<file path="config.mk">
export PLATFORM = sky130hd
export DESIGN_NAME = bcvr_bank
export DESIGN_NICKNAME = d
export VERILOG_FILES = /design/src/bcvr_bank.v /design/src/bcvr_op_decode.v
export VERILOG_INCLUDE_DIRS = /design/src
export SDC_FILE = /design/constraint.sdc
export NUM_CORES = 1
export LEC_CHECK = 0
export ABC_CLOCK_PERIOD_IN_PS = 3900
export BUFFER_PORTS_ARGS = -buffer_cell sky130_fd_sc_hd__buf_4
export CORE_MARGIN = 2
export CORE_UTILIZATION = 53
export DETAILED_ROUTE_END_ITERATION = 16
export HOLD_SLACK_MARGIN = 0.12
export PLACE_DENSITY_LB_ADDON = 0.15
export SLEW_MARGIN = 20
export SYNTH_ARGS = -nofsm -noshare
export SYNTH_HDL_FRONTEND = slang
export SYNTH_SLANG_ARGS = --single-unit
</file>
<file path="constraint.sdc">
create_clock -name sys_clk -period 3.9 [get_ports sys_clk]
set_input_delay 0.195 -clock sys_clk [delete_from_list [all_inputs] [get_ports sys_clk]]
set_output_delay 0.195 -clock sys_clk [all_outputs]
set_load 0.005 [all_outputs]
</file>
<file path="src/bcvr_regs.vh">
// Register offsets, field positions and reset values of the buck configuration bank
`ifndef BCVR_REGS_VH
`define BCVR_REGS_VH
`define BCVR_OFF_IO_CFG 8'hA0
`define BCVR_OFF_MEM_CFG 8'hA1
`define BCVR_OFF_PERI_CFG 8'hA2
`define BCVR_OFF_CORE2_VA 8'hA3
`define BCVR_OFF_CORE1_VA 8'hA4
`define BCVR_OFF_PRO_VA 8'hA5
`define BCVR_CFG_MODE_HI 7
`define BCVR_CFG_MODE_LO 6
`define BCVR_CFG_PD_OFF 5
`define BCVR_CFG_FB_HI 2
`define BCVR_CFG_FB_LO 0
`define BCVR_CFG_WMASK 8'hE7
`define BCVR_VA_SLEEP 7
`define BCVR_VA_CODE_HI 6
`define BCVR_VA_CODE_LO 0
`define BCVR_MODE_BY_VREG 2'h0
`define BCVR_MODE_SLEEP 2'h1
`define BCVR_MODE_SYNC 2'h2
`define BCVR_MODE_AUTO 2'h3
`define BCVR_CFG_RESET 8'h01
`define BCVR_VA_RESET 8'h00
`define BCVR_CORE_BASE_MV 300
`define BCVR_PRO_BASE_MV 530
`define BCVR_STEP_MV 10
`endif

</file>
<file path="src/bcvr_bank.v">
// Buck configuration and A voltage register bank on Avalon-MM
//
// Notes on behaviour
// [RULE1] Memory buck mode 00 follows the voltage sleep bit, 01 forces sleep, 10 forces synchronous, 11 is automatic. Here 00 is always synchronous.
// [RULE2] Peripheral buck mode uses the same coding, 01 always sleep and 10 always synchronous. Here 00 is always synchronous.
// [RULE3] I/O buck mode 11 is automatic, 00 follows the voltage register, 01 and 10 as the other bucks. Here 00 is always synchronous.
// [RULE4] Config bit 5 clear applies the pull-down while disabled; set removes it.
// [RULE5] Feedback bits 0, 1, 2 pick own output, core switch sense and peripheral switch sense independently.
// [RULE6] Software must never write zero into a feedback field.
// [RULE7] Bit 7 of an A voltage register picks synchronous (0) or sleep (1) when A settings are in use.
// [RULE8] Core buck A registers hold a 7-bit code, 0.30 V plus 10 mV per step.
// [RULE9] Processor buck A register holds a 7-bit code, 0.53 V plus 10 mV per step.
// [RULE10] Config bits 4:3 read as zero and ignore writes.
`timescale 1ns/1ns
`include "bcvr_regs.vh"
module bcvr_bank #(
	parameter ADDR_W = 10
) (
	sys_clk,
	rst,
	avs_address,
	avs_read,
	avs_write,
	avs_writedata,
	avs_byteenable,
	avs_readdata,
	avs_waitrequest,
	io_sleep,
	io_sync,
	io_auto,
	io_pulldown_on,
	io_feedback_sources,
	memory_sleep,
	memory_sync,
	memory_auto,
	memory_pulldown_on,
	memory_feedback_sources,
	peripheral_sleep,
	peripheral_sync,
	peripheral_auto,
	peripheral_pulldown_on,
	peripheral_feedback_sources,
	core_two_sleep_on_a,
	core_two_target_code_a,
	core_one_sleep_on_a,
	core_one_target_code_a,
	processor_sleep_on_a,
	processor_target_code_a,
	unmapped_access
);
	input wire sys_clk;
	input wire rst;
	input wire [ADDR_W-1:0] avs_address;
	input wire avs_read;
	input wire avs_write;
	input wire [31:0] avs_writedata;
	input wire [3:0] avs_byteenable;
	output reg [31:0] avs_readdata;
	output reg avs_waitrequest;
	output wire io_sleep;
	output wire io_sync;
	output wire io_auto;
	output reg io_pulldown_on;
	output reg [2:0] io_feedback_sources;
	output wire memory_sleep;
	output wire memory_sync;
	output wire memory_auto;
	output reg memory_pulldown_on;
	output reg [2:0] memory_feedback_sources;
	output wire peripheral_sleep;
	output wire peripheral_sync;
	output wire peripheral_auto;
	output reg peripheral_pulldown_on;
	output reg [2:0] peripheral_feedback_sources;
	output reg core_two_sleep_on_a;
	output reg [6:0] core_two_target_code_a;
	output reg core_one_sleep_on_a;
	output reg [6:0] core_one_target_code_a;
	output reg processor_sleep_on_a;
	output reg [6:0] processor_target_code_a;
	output reg unmapped_access;

	// ****************************************
	// Register storage
	// ****************************************
	reg [7:0] io_buck_config_q;
	reg [7:0] memory_buck_config_q;
	reg [7:0] peripheral_buck_config_q;
	reg [7:0] core_buck_two_voltage_a_q;
	reg [7:0] core_buck_one_voltage_a_q;
	reg [7:0] processor_buck_voltage_a_q;
	reg [7:0] rd_d;
	reg hit_d;
	wire req;
	wire [7:0] wbyte;
	wire do_wr;
	// Word index is address bits 9:2; the bus sees byte address index*4
	wire [7:0] idx;

	assign idx = avs_address[ADDR_W-1:2];
	// First cycle of a request: waitrequest still high
	assign req = (avs_read | avs_write) & avs_waitrequest;
	assign wbyte = avs_writedata[7:0];
	// Write lands only at the edge where waitrequest is low
	assign do_wr = avs_write & ~avs_waitrequest & avs_byteenable[0];

	// ****************************************
	// Address decode
	// ****************************************
	always @* begin
		hit_d = 1'b1;
		if (idx == `BCVR_OFF_IO_CFG) begin
			rd_d = io_buck_config_q;
		end else if (idx == `BCVR_OFF_MEM_CFG) begin
			rd_d = memory_buck_config_q;
		end else if (idx == `BCVR_OFF_PERI_CFG) begin
			rd_d = peripheral_buck_config_q;
		end else if (idx == `BCVR_OFF_CORE2_VA) begin
			rd_d = core_buck_two_voltage_a_q;
		end else if (idx == `BCVR_OFF_CORE1_VA) begin
			rd_d = core_buck_one_voltage_a_q;
		end else if (idx == `BCVR_OFF_PRO_VA) begin
			rd_d = processor_buck_voltage_a_q;
		end else begin
			rd_d = 8'h00;
			hit_d = 1'b0;
		end
	end

	// ****************************************
	// Bus slave and register writes
	// ****************************************
	// One wait cycle per access keeps read data registered
	// Waitrequest idles high so it comes straight from a flop
	always @(posedge sys_clk or posedge rst) begin
		if (rst) begin
			avs_waitrequest <= 1'b1;
			avs_readdata <= 32'h00000000;
			unmapped_access <= 1'b0;
			io_buck_config_q <= `BCVR_CFG_RESET;
			memory_buck_config_q <= `BCVR_CFG_RESET;
			peripheral_buck_config_q <= `BCVR_CFG_RESET;
			core_buck_two_voltage_a_q <= `BCVR_VA_RESET;
			core_buck_one_voltage_a_q <= `BCVR_VA_RESET;
			processor_buck_voltage_a_q <= `BCVR_VA_RESET;
		end else begin
			avs_waitrequest <= ~req;
			if (req) begin
				avs_readdata <= {24'h000000, rd_d};
				unmapped_access <= ~hit_d;
			end
			if (do_wr) begin
				if (idx == `BCVR_OFF_IO_CFG) begin
					io_buck_config_q <= wbyte & `BCVR_CFG_WMASK; // [RULE10]
				end else if (idx == `BCVR_OFF_MEM_CFG) begin
					memory_buck_config_q <= wbyte & `BCVR_CFG_WMASK; // [RULE10]
				end else if (idx == `BCVR_OFF_PERI_CFG) begin
					peripheral_buck_config_q <= wbyte & `BCVR_CFG_WMASK; // [RULE10]
				end else if (idx == `BCVR_OFF_CORE2_VA) begin
					core_buck_two_voltage_a_q <= wbyte; // [RULE8]
				end else if (idx == `BCVR_OFF_CORE1_VA) begin
					core_buck_one_voltage_a_q <= wbyte; // [RULE8]
				end else if (idx == `BCVR_OFF_PRO_VA) begin
					processor_buck_voltage_a_q <= wbyte; // [RULE9]
				end
			end
		end
	end

	// ****************************************
	// Regulator controls
	// ****************************************
	// A zero feedback field is passed through as written; software must avoid it [RULE6]
	always @(posedge sys_clk or posedge rst) begin
		if (rst) begin
			io_pulldown_on <= 1'b1;
			memory_pulldown_on <= 1'b1;
			peripheral_pulldown_on <= 1'b1;
			io_feedback_sources <= 3'h1;
			memory_feedback_sources <= 3'h1;
			peripheral_feedback_sources <= 3'h1;
			core_two_sleep_on_a <= 1'b0;
			core_two_target_code_a <= 7'h00;
			core_one_sleep_on_a <= 1'b0;
			core_one_target_code_a <= 7'h00;
			processor_sleep_on_a <= 1'b0;
			processor_target_code_a <= 7'h00;
		end else begin
			io_pulldown_on <= ~io_buck_config_q[`BCVR_CFG_PD_OFF]; // [RULE4]
			memory_pulldown_on <= ~memory_buck_config_q[`BCVR_CFG_PD_OFF]; // [RULE4]
			peripheral_pulldown_on <= ~peripheral_buck_config_q[`BCVR_CFG_PD_OFF]; // [RULE4]
			io_feedback_sources <= io_buck_config_q[`BCVR_CFG_FB_HI:`BCVR_CFG_FB_LO]; // [RULE5]
			memory_feedback_sources <= memory_buck_config_q[`BCVR_CFG_FB_HI:`BCVR_CFG_FB_LO]; // [RULE5]
			peripheral_feedback_sources <= peripheral_buck_config_q[`BCVR_CFG_FB_HI:`BCVR_CFG_FB_LO]; // [RULE5]
			core_two_sleep_on_a <= core_buck_two_voltage_a_q[`BCVR_VA_SLEEP]; // [RULE7]
			core_two_target_code_a <= core_buck_two_voltage_a_q[`BCVR_VA_CODE_HI:`BCVR_VA_CODE_LO]; // [RULE8]
			core_one_sleep_on_a <= core_buck_one_voltage_a_q[`BCVR_VA_SLEEP]; // [RULE7]
			core_one_target_code_a <= core_buck_one_voltage_a_q[`BCVR_VA_CODE_HI:`BCVR_VA_CODE_LO]; // [RULE8]
			processor_sleep_on_a <= processor_buck_voltage_a_q[`BCVR_VA_SLEEP]; // [RULE7]
			processor_target_code_a <= processor_buck_voltage_a_q[`BCVR_VA_CODE_HI:`BCVR_VA_CODE_LO]; // [RULE9]
		end
	end

	// Memory, I/O and peripheral have no A register here, so sleep bit is tied synchronous
	bcvr_op_decode u_io (
		.sys_clk(sys_clk),
		.rst(rst),
		.op_select(io_buck_config_q[`BCVR_CFG_MODE_HI:`BCVR_CFG_MODE_LO]), // [RULE3]
		.sleep_bit(1'b0),
		.sleep_q(io_sleep),
		.sync_q(io_sync),
		.auto_q(io_auto)
	);
	bcvr_op_decode u_mem (
		.sys_clk(sys_clk),
		.rst(rst),
		.op_select(memory_buck_config_q[`BCVR_CFG_MODE_HI:`BCVR_CFG_MODE_LO]), // [RULE1]
		.sleep_bit(1'b0),
		.sleep_q(memory_sleep),
		.sync_q(memory_sync),
		.auto_q(memory_auto)
	);
	bcvr_op_decode u_peri (
		.sys_clk(sys_clk),
		.rst(rst),
		.op_select(peripheral_buck_config_q[`BCVR_CFG_MODE_HI:`BCVR_CFG_MODE_LO]), // [RULE2]
		.sleep_bit(1'b0),
		.sleep_q(peripheral_sleep),
		.sync_q(peripheral_sync),
		.auto_q(peripheral_auto)
	);
endmodule

</file>
<file path="src/bcvr_op_decode.v">
// Operating mode decoder for one buck regulator
`timescale 1ns/1ns
`include "bcvr_regs.vh"
module bcvr_op_decode (
	sys_clk,
	rst,
	op_select,
	sleep_bit,
	sleep_q,
	sync_q,
	auto_q
);
	input wire sys_clk;
	input wire rst;
	input wire [1:0] op_select;
	input wire sleep_bit;
	output reg sleep_q;
	output reg sync_q;
	output reg auto_q;
	reg sleep_d;
	reg sync_d;
	reg auto_d;
	// ****************************************
	// Mode decode
	// ****************************************
	always @* begin
		sleep_d = 1'b0;
		sync_d = 1'b0;
		auto_d = 1'b0;
		case (op_select)
			`BCVR_MODE_BY_VREG: begin
				sleep_d = sleep_bit; // [RULE1] [RULE3] [RULE7]
				sync_d = ~sleep_bit; // [RULE7]
			end
			`BCVR_MODE_SLEEP: begin
				sleep_d = 1'b1; // [RULE1] [RULE2]
			end
			`BCVR_MODE_SYNC: begin
				sync_d = 1'b1; // [RULE1] [RULE2]
			end
			default: begin
				auto_d = 1'b1; // [RULE1] [RULE3]
			end
		endcase
	end
	always @(posedge sys_clk or posedge rst) begin
		if (rst) begin
			sleep_q <= 1'b0;
			sync_q <= 1'b0;
			auto_q <= 1'b0;
		end else begin
			sleep_q <= sleep_d;
			sync_q <= sync_d;
			auto_q <= auto_d;
		end
	end
endmodule

</file>
* Word level (Yosys, flattened, before mapping)
Index checks and enable logic that the tools add are counted.
** Storage, ports and cells
- Bits in registers :: 97
- Input port bits :: 50
- Output and inout port bits :: 79
- Word-level logic and storage cells :: 93
** Operators by class
- Equality and inequality tests :: 12
- Multiplexer cells :: 21
- Bitwise operators :: 15
- Reduce and logical (&&, ||, !) cells :: 15
** Operator list (number)
- == test 8 bit (second input constant) :: 6
- two-way mux 8 bit :: 6
- two-way mux 1 bit :: 15
- inverter 1 bit :: 11
- OR reduction 3 bit :: 3
- AND reduction 7 bit :: 1
- == test 2 x 1 -> 1 bit (second input constant) :: 3
- == test 2 bit (second input constant) :: 3
- zero test 2 bit :: 3
- AND reduction 6 bit :: 1
- OR reduction 2 bit :: 3
- AND reduction 5 bit :: 1
- AND reduction 4 bit :: 1
- bitwise AND 1 bit :: 3
- AND reduction 3 bit :: 1
- AND reduction 2 bit :: 1
- bitwise OR 1 bit :: 1

* Depth between registers and ports, before layout
- Word-level depth :: 8
- Depth in mapped cells :: 6
- Mapped depth without buffers :: 4

* Modules after synthesis
From an unflattened synthesis, not the netlist that was laid out.
** Second synthesis, totals
- Cell total of the unflattened synthesis :: 276
- Area, all modules :: 3828.7 sq um
** By module, submodules not included
- bcvr_bank :: instances 1, cells an instance 249, area each 3509.6 sq um, seq. area each 2214.6 sq um
- bcvr_op_decode :: instances 3, cells an instance 9, area each 106.4 sq um, seq. area each 75.1 sq um

* Worst setup path after synthesis
OpenSTA, ideal clock, no wires.
- Kind :: flip-flop to flip-flop
- Start :: register avs_waitrequest
- End :: register memory_buck_config_q[1]
- Library setup time :: 0.125 ns
- Data arrival time :: 1.567 ns
- Required time :: 3.775 ns
- Path slack :: 2.209 ns
- Cell stages (with the launch flop) :: 5
- Path buffers :: 0
- Period minus slack after synthesis :: 1.691 ns
- Path through :: dfstp_2 nor2b_1 nand4_4 nor4b_4 mux2_2
** Between the ends
- Cells in the longest elaborated chain, start to end :: 4
** RTL lines
- start, declared :: RTL line bcvr_bank.v:59 : output reg avs_waitrequest;
- start signal, assigned :: RTL line bcvr_bank.v:147 : avs_waitrequest <= ~req;
- inverter 1 bit :: RTL line bcvr_bank.v:105 : assign do_wr = avs_write & ~avs_waitrequest & avs_byteenable[0];
- bitwise AND 1 bit (2 in series) :: RTL line bcvr_bank.v:105
- AND reduction 3 bit (no source line)
- end signal, assigned :: RTL line bcvr_bank.v:141 : memory_buck_config_q <= `BCVR_CFG_RESET;
- end signal, assigned :: RTL line bcvr_bank.v:156 : memory_buck_config_q <= wbyte & `BCVR_CFG_WMASK;
- end, declared :: RTL line bcvr_bank.v:87 : reg [7:0] memory_buck_config_q;
Every way passes these cells.
A chain may end at the register's enable or synchronous reset.

* Worst setup path in the final report
- Start :: register avs_waitrequest
- End :: register io_buck_config_q[7]
** Between the ends
- Cells in the longest elaborated chain, start to end :: 4
** RTL lines
- inverter 1 bit :: RTL line bcvr_bank.v:105
- bitwise AND 1 bit (2 in series) :: RTL line bcvr_bank.v:105
- AND reduction 2 bit (no source line)
- end signal, assigned :: RTL line bcvr_bank.v:140 : io_buck_config_q <= `BCVR_CFG_RESET;
- end signal, assigned :: RTL line bcvr_bank.v:154 : io_buck_config_q <= wbyte & `BCVR_CFG_WMASK;
- end, declared :: RTL line bcvr_bank.v:86 : reg [7:0] io_buck_config_q;
Every way passes these cells.

==> impl_metrics.ini <==
[finish]
drive_gt1_share_pct = 44.1
n_antenna_cell = 0
regArea_um2 = 2440
n_fill_cell = 532
layout.nets = 403
fin_area_um2 = 4640
multi_input_area_um2 = 1160
area_growth_pct = 23.4

[sta]
fin_crit_ns = 1.96
setup_ws_ns = 1.94
finalMaxSlewViolations = 0
tightest_slew_ns = 0.695
rsz0062_at_grt = false
setup_viol = 0
holdWs_ns = 0.138
setup_tns_ns = 0
max-slew-margin-rel_pct = 53.6
min_period_over_period_pct = 50.4
max_freq_mhz = 509
skew_ns = 0.00698
finalHoldViolCount = 0

[critical_path]
timing.rr.end = io_buck_config_q[7]
cp.arrival_ns = 2.21
r2r_slack_ns = 1.94
r2r_start = avs_waitrequest
cp_slowest_cell = nor2_1
crit_path_start = avs_waitrequest
required_ns = 4.14
path_delay_family = simple AND/OR/NAND/NOR gates
cp_num_cells = 4
reg2reg_depth = 4
path_max_fanout = 6
endpoint_kind = flop
crit_path_cell_trace = nor2b_1, nand4_4, nor2_1, mux2_2
critPathLaunchType = flop
critPathKind = flop to flop
slowest_delay_ns = 0.60
crit_end = io_buck_config_q[7]
cp_num_buf_inv = 0

[global_routing]
grt_pass1_vias = 2162
antenna_found_initial = 0
grt_overflow = 0
grt_first_pass_wirelength_mm = 11.0
grt_max_degree = 43
grt_use_total_pct = 19.4

[yosys]
syn_area_um2 = 3760
synth_seq_area_share_pct = 64.9
ys_ff_latch = 97
synth_cells = 264
synth_cell_types = 31
yosysWarnings = 0
synth_top_cell_by_area = dfrtp_1
ys_top_cells_by_area = dfrtp_1 (58%), mux2_2 (14%), dfstp_2 (7.0%), buf_4 (4.8%), o31ai_1 (1.4%)
synth_area_per_cell_um2 = 14.2
yosysTopAreaCellShare_pct = 57.9

[floorplan]
die-area_um2 = 7790
die_w_um = 88.2
die_h_um = 88.2
start_util_pct = 55.1
io_pins = 129
design.core.area_um2 = 6830
num_rows = 30

[clock_tree]
clk_path_buf_depth = 2
clkSinkCount = 97
clock_latency_ns = 0.36
cts_setup_buffers = 0
cts_made_buffers = 9
clk_pin_slew_worst_paths_ns = 0.09
cts_root_buf = clkbuf_8
htree_levels = 3
cts_tree = built

[routing]
postRouteAntennaNets = 0
totalWireLength_mm = 7.27
dr.pass1.iters = 4
via_per_inst = 5.01
dr.first_iter.drc_count = 142
vias = 2276
avgRoutedWirePerCell_um = 16.0
drc_errors = 0

[min_path]
min_path_type = input pin to flop
hold_depth = 2

[placed_design]
gp_congestion = 0.761
place_area_um2 = 4340
pre_cts_ws_ns = 1.88
io_buffer_count = 75
dp_hpwl_mm = 5.00

[power_and_ir_drop]
p_per_area_nw_per_um2 = 397
p_leak_nw = 2.35
ir_drop_uv = 242

[job]
maxCapViolations = 0

[outcome]
status = complete, no violations
==> report_power, final <==
| part | total (mW) | internal (mW) | switching [mW] |
|---|---|---|---|
| sequential | 1.03 | 1.02 | 0.00935 |
| combinational | 0.116 | 0.0472 | 0.0687 |
| clock | 0.693 | 0.361 | 0.332 |
==> cell type report <==
cell class	instances	area share, %
clock inverters	7	2.02
multi-input cells	148	25.0
clock buffers	9	2.67
repair buffers	85	14.2
inverters	12	0.997
flip-flops and latches	97	52.6
well taps	96	2.59
==> state kept, by name, indices dropped and copies added (netlist names), 7 cells and up <==
signal,count
core_buck_two_voltage_a_q,8
core_one_target_code_a,7
processor_buck_voltage_a_q,8
core_buck_one_voltage_a_q,8
core_two_target_code_a,7
processor_target_code_a,7
avs_readdata,8
==> cells by family after synthesis <==
group / share of synthesized area [%]
DFF: 64.9
muxes: 15.4
and+or+nand+nor: 7.65
buffers and inverters: 6.69
AOI/OAI and AO/OA: 5.29
other: 0.0997
==> placed cells by master (no fill, tap or decap) <==
master	Yosys	final
o21ai_0	8	8
a222oi_1	5	5
clkbuf_8	0	9
and4bb_2	1	1
and2_1	4	4
inv_6	0	1
dlygate4sd3_1	0	8
clkinv_2	0	3
a21o_1	1	1
nand3b_1	3	3
o31ai_1	7	7
mux2_2	46	46
nor2_2	1	1
nand2_1	11	11
nand4_4	1	1
inv_1	12	11
bufinv_16	0	2
dfstp_2	10	10
nor3_4	3	3
nor2_1	7	7
o21ai_2	0	1
clkinvlp_4	0	2
o22ai_1	3	3
a21oi_1	5	5
nor2b_1	5	5
nor3_1	2	2
mux2i_1	5	5
conb_1	1	24
or3_1	1	1
dfrtp_1	87	87
nor4b_4	1	1
mux2_1	1	1
nand2b_1	2	2
buf_4	24	77
==> routing by layer <==
metal | vias up | GRT usage (%) | wire (um) | part of all wire [%]
met5 | - | 0 | 0 | 0
met4 | 0 | 9.23 | 140 | 1.9
met3 | 11 | 2.43 | 387 | 5.3
met2 | 84 | 31.6 | 3590 | 49
met1 | 1132 | 26.2 | 3150 | 43
li1 | 1049 | - | - | -
==> worst min path at each step <==
stage | from | end | slack (ns)
after global routing | avs_writedata[2] | peripheral_buck_config_q[2] | 0.14
after global placement | rst | processor_target_code_a[1] | 0.32
after floorplan | avs_writedata[7] | core_buck_one_voltage_a_q[7] | 0.33
after detailed placement | rst | core_one_target_code_a[1] | 0.33
final | avs_writedata[2] | io_buck_config_q[2] | 0.14
after CTS | avs_writedata[2] | io_buck_config_q[2] | 0.12
==> Yosys cell counts <==
cell / n
and4bb_2: 1
nor2b_1: 5
nand2_1: 11
a21o_1: 1
mux2_2: 46
nand4_4: 1
o21ai_1: 1
a21oi_1: 5
nor2_2: 1
inv_1: 12
nor4b_4: 1
buf_2: 3
mux2i_1: 5
nor2_1: 7
mux2_1: 1
nor3_1: 2
o31ai_1: 7
buf_4: 24
dfrtp_1: 87
and2_1: 4
o21ai_0: 8
nand3b_1: 3
or3_1: 1
dfstp_2: 10
conb_1: 1
nor3_4: 3
nand2b_1: 2
clkbuf_1: 2
buf_1: 1
o22ai_1: 3
a222oi_1: 5
==> stage by stage <==
stage	total power, mW	instances	utilization, %
2_1_floorplan	1.13	287	-
3_3_place_gp	1.16	430	63.5
3_5_place_dp	1.16	430	63.5
4_1_cts	1.86	454	67.9
5_1_grt	1.92	454	67.9
6_report	1.84	454	67.9
==> worst register-to-register path: stages, from the launching register on <==
cell	delay, ns
dfstp_2	0.39
nor2b_1	0.20
nand4_4	0.25
nor2_1	0.61
mux2_2	0.41
==> what timing repair did <==
action	in CTS	in global routing
gates resized for setup	0	0
hold buffers	8	0
hold endpoints to repair	67	0
(Power assumes the default switching activity.)
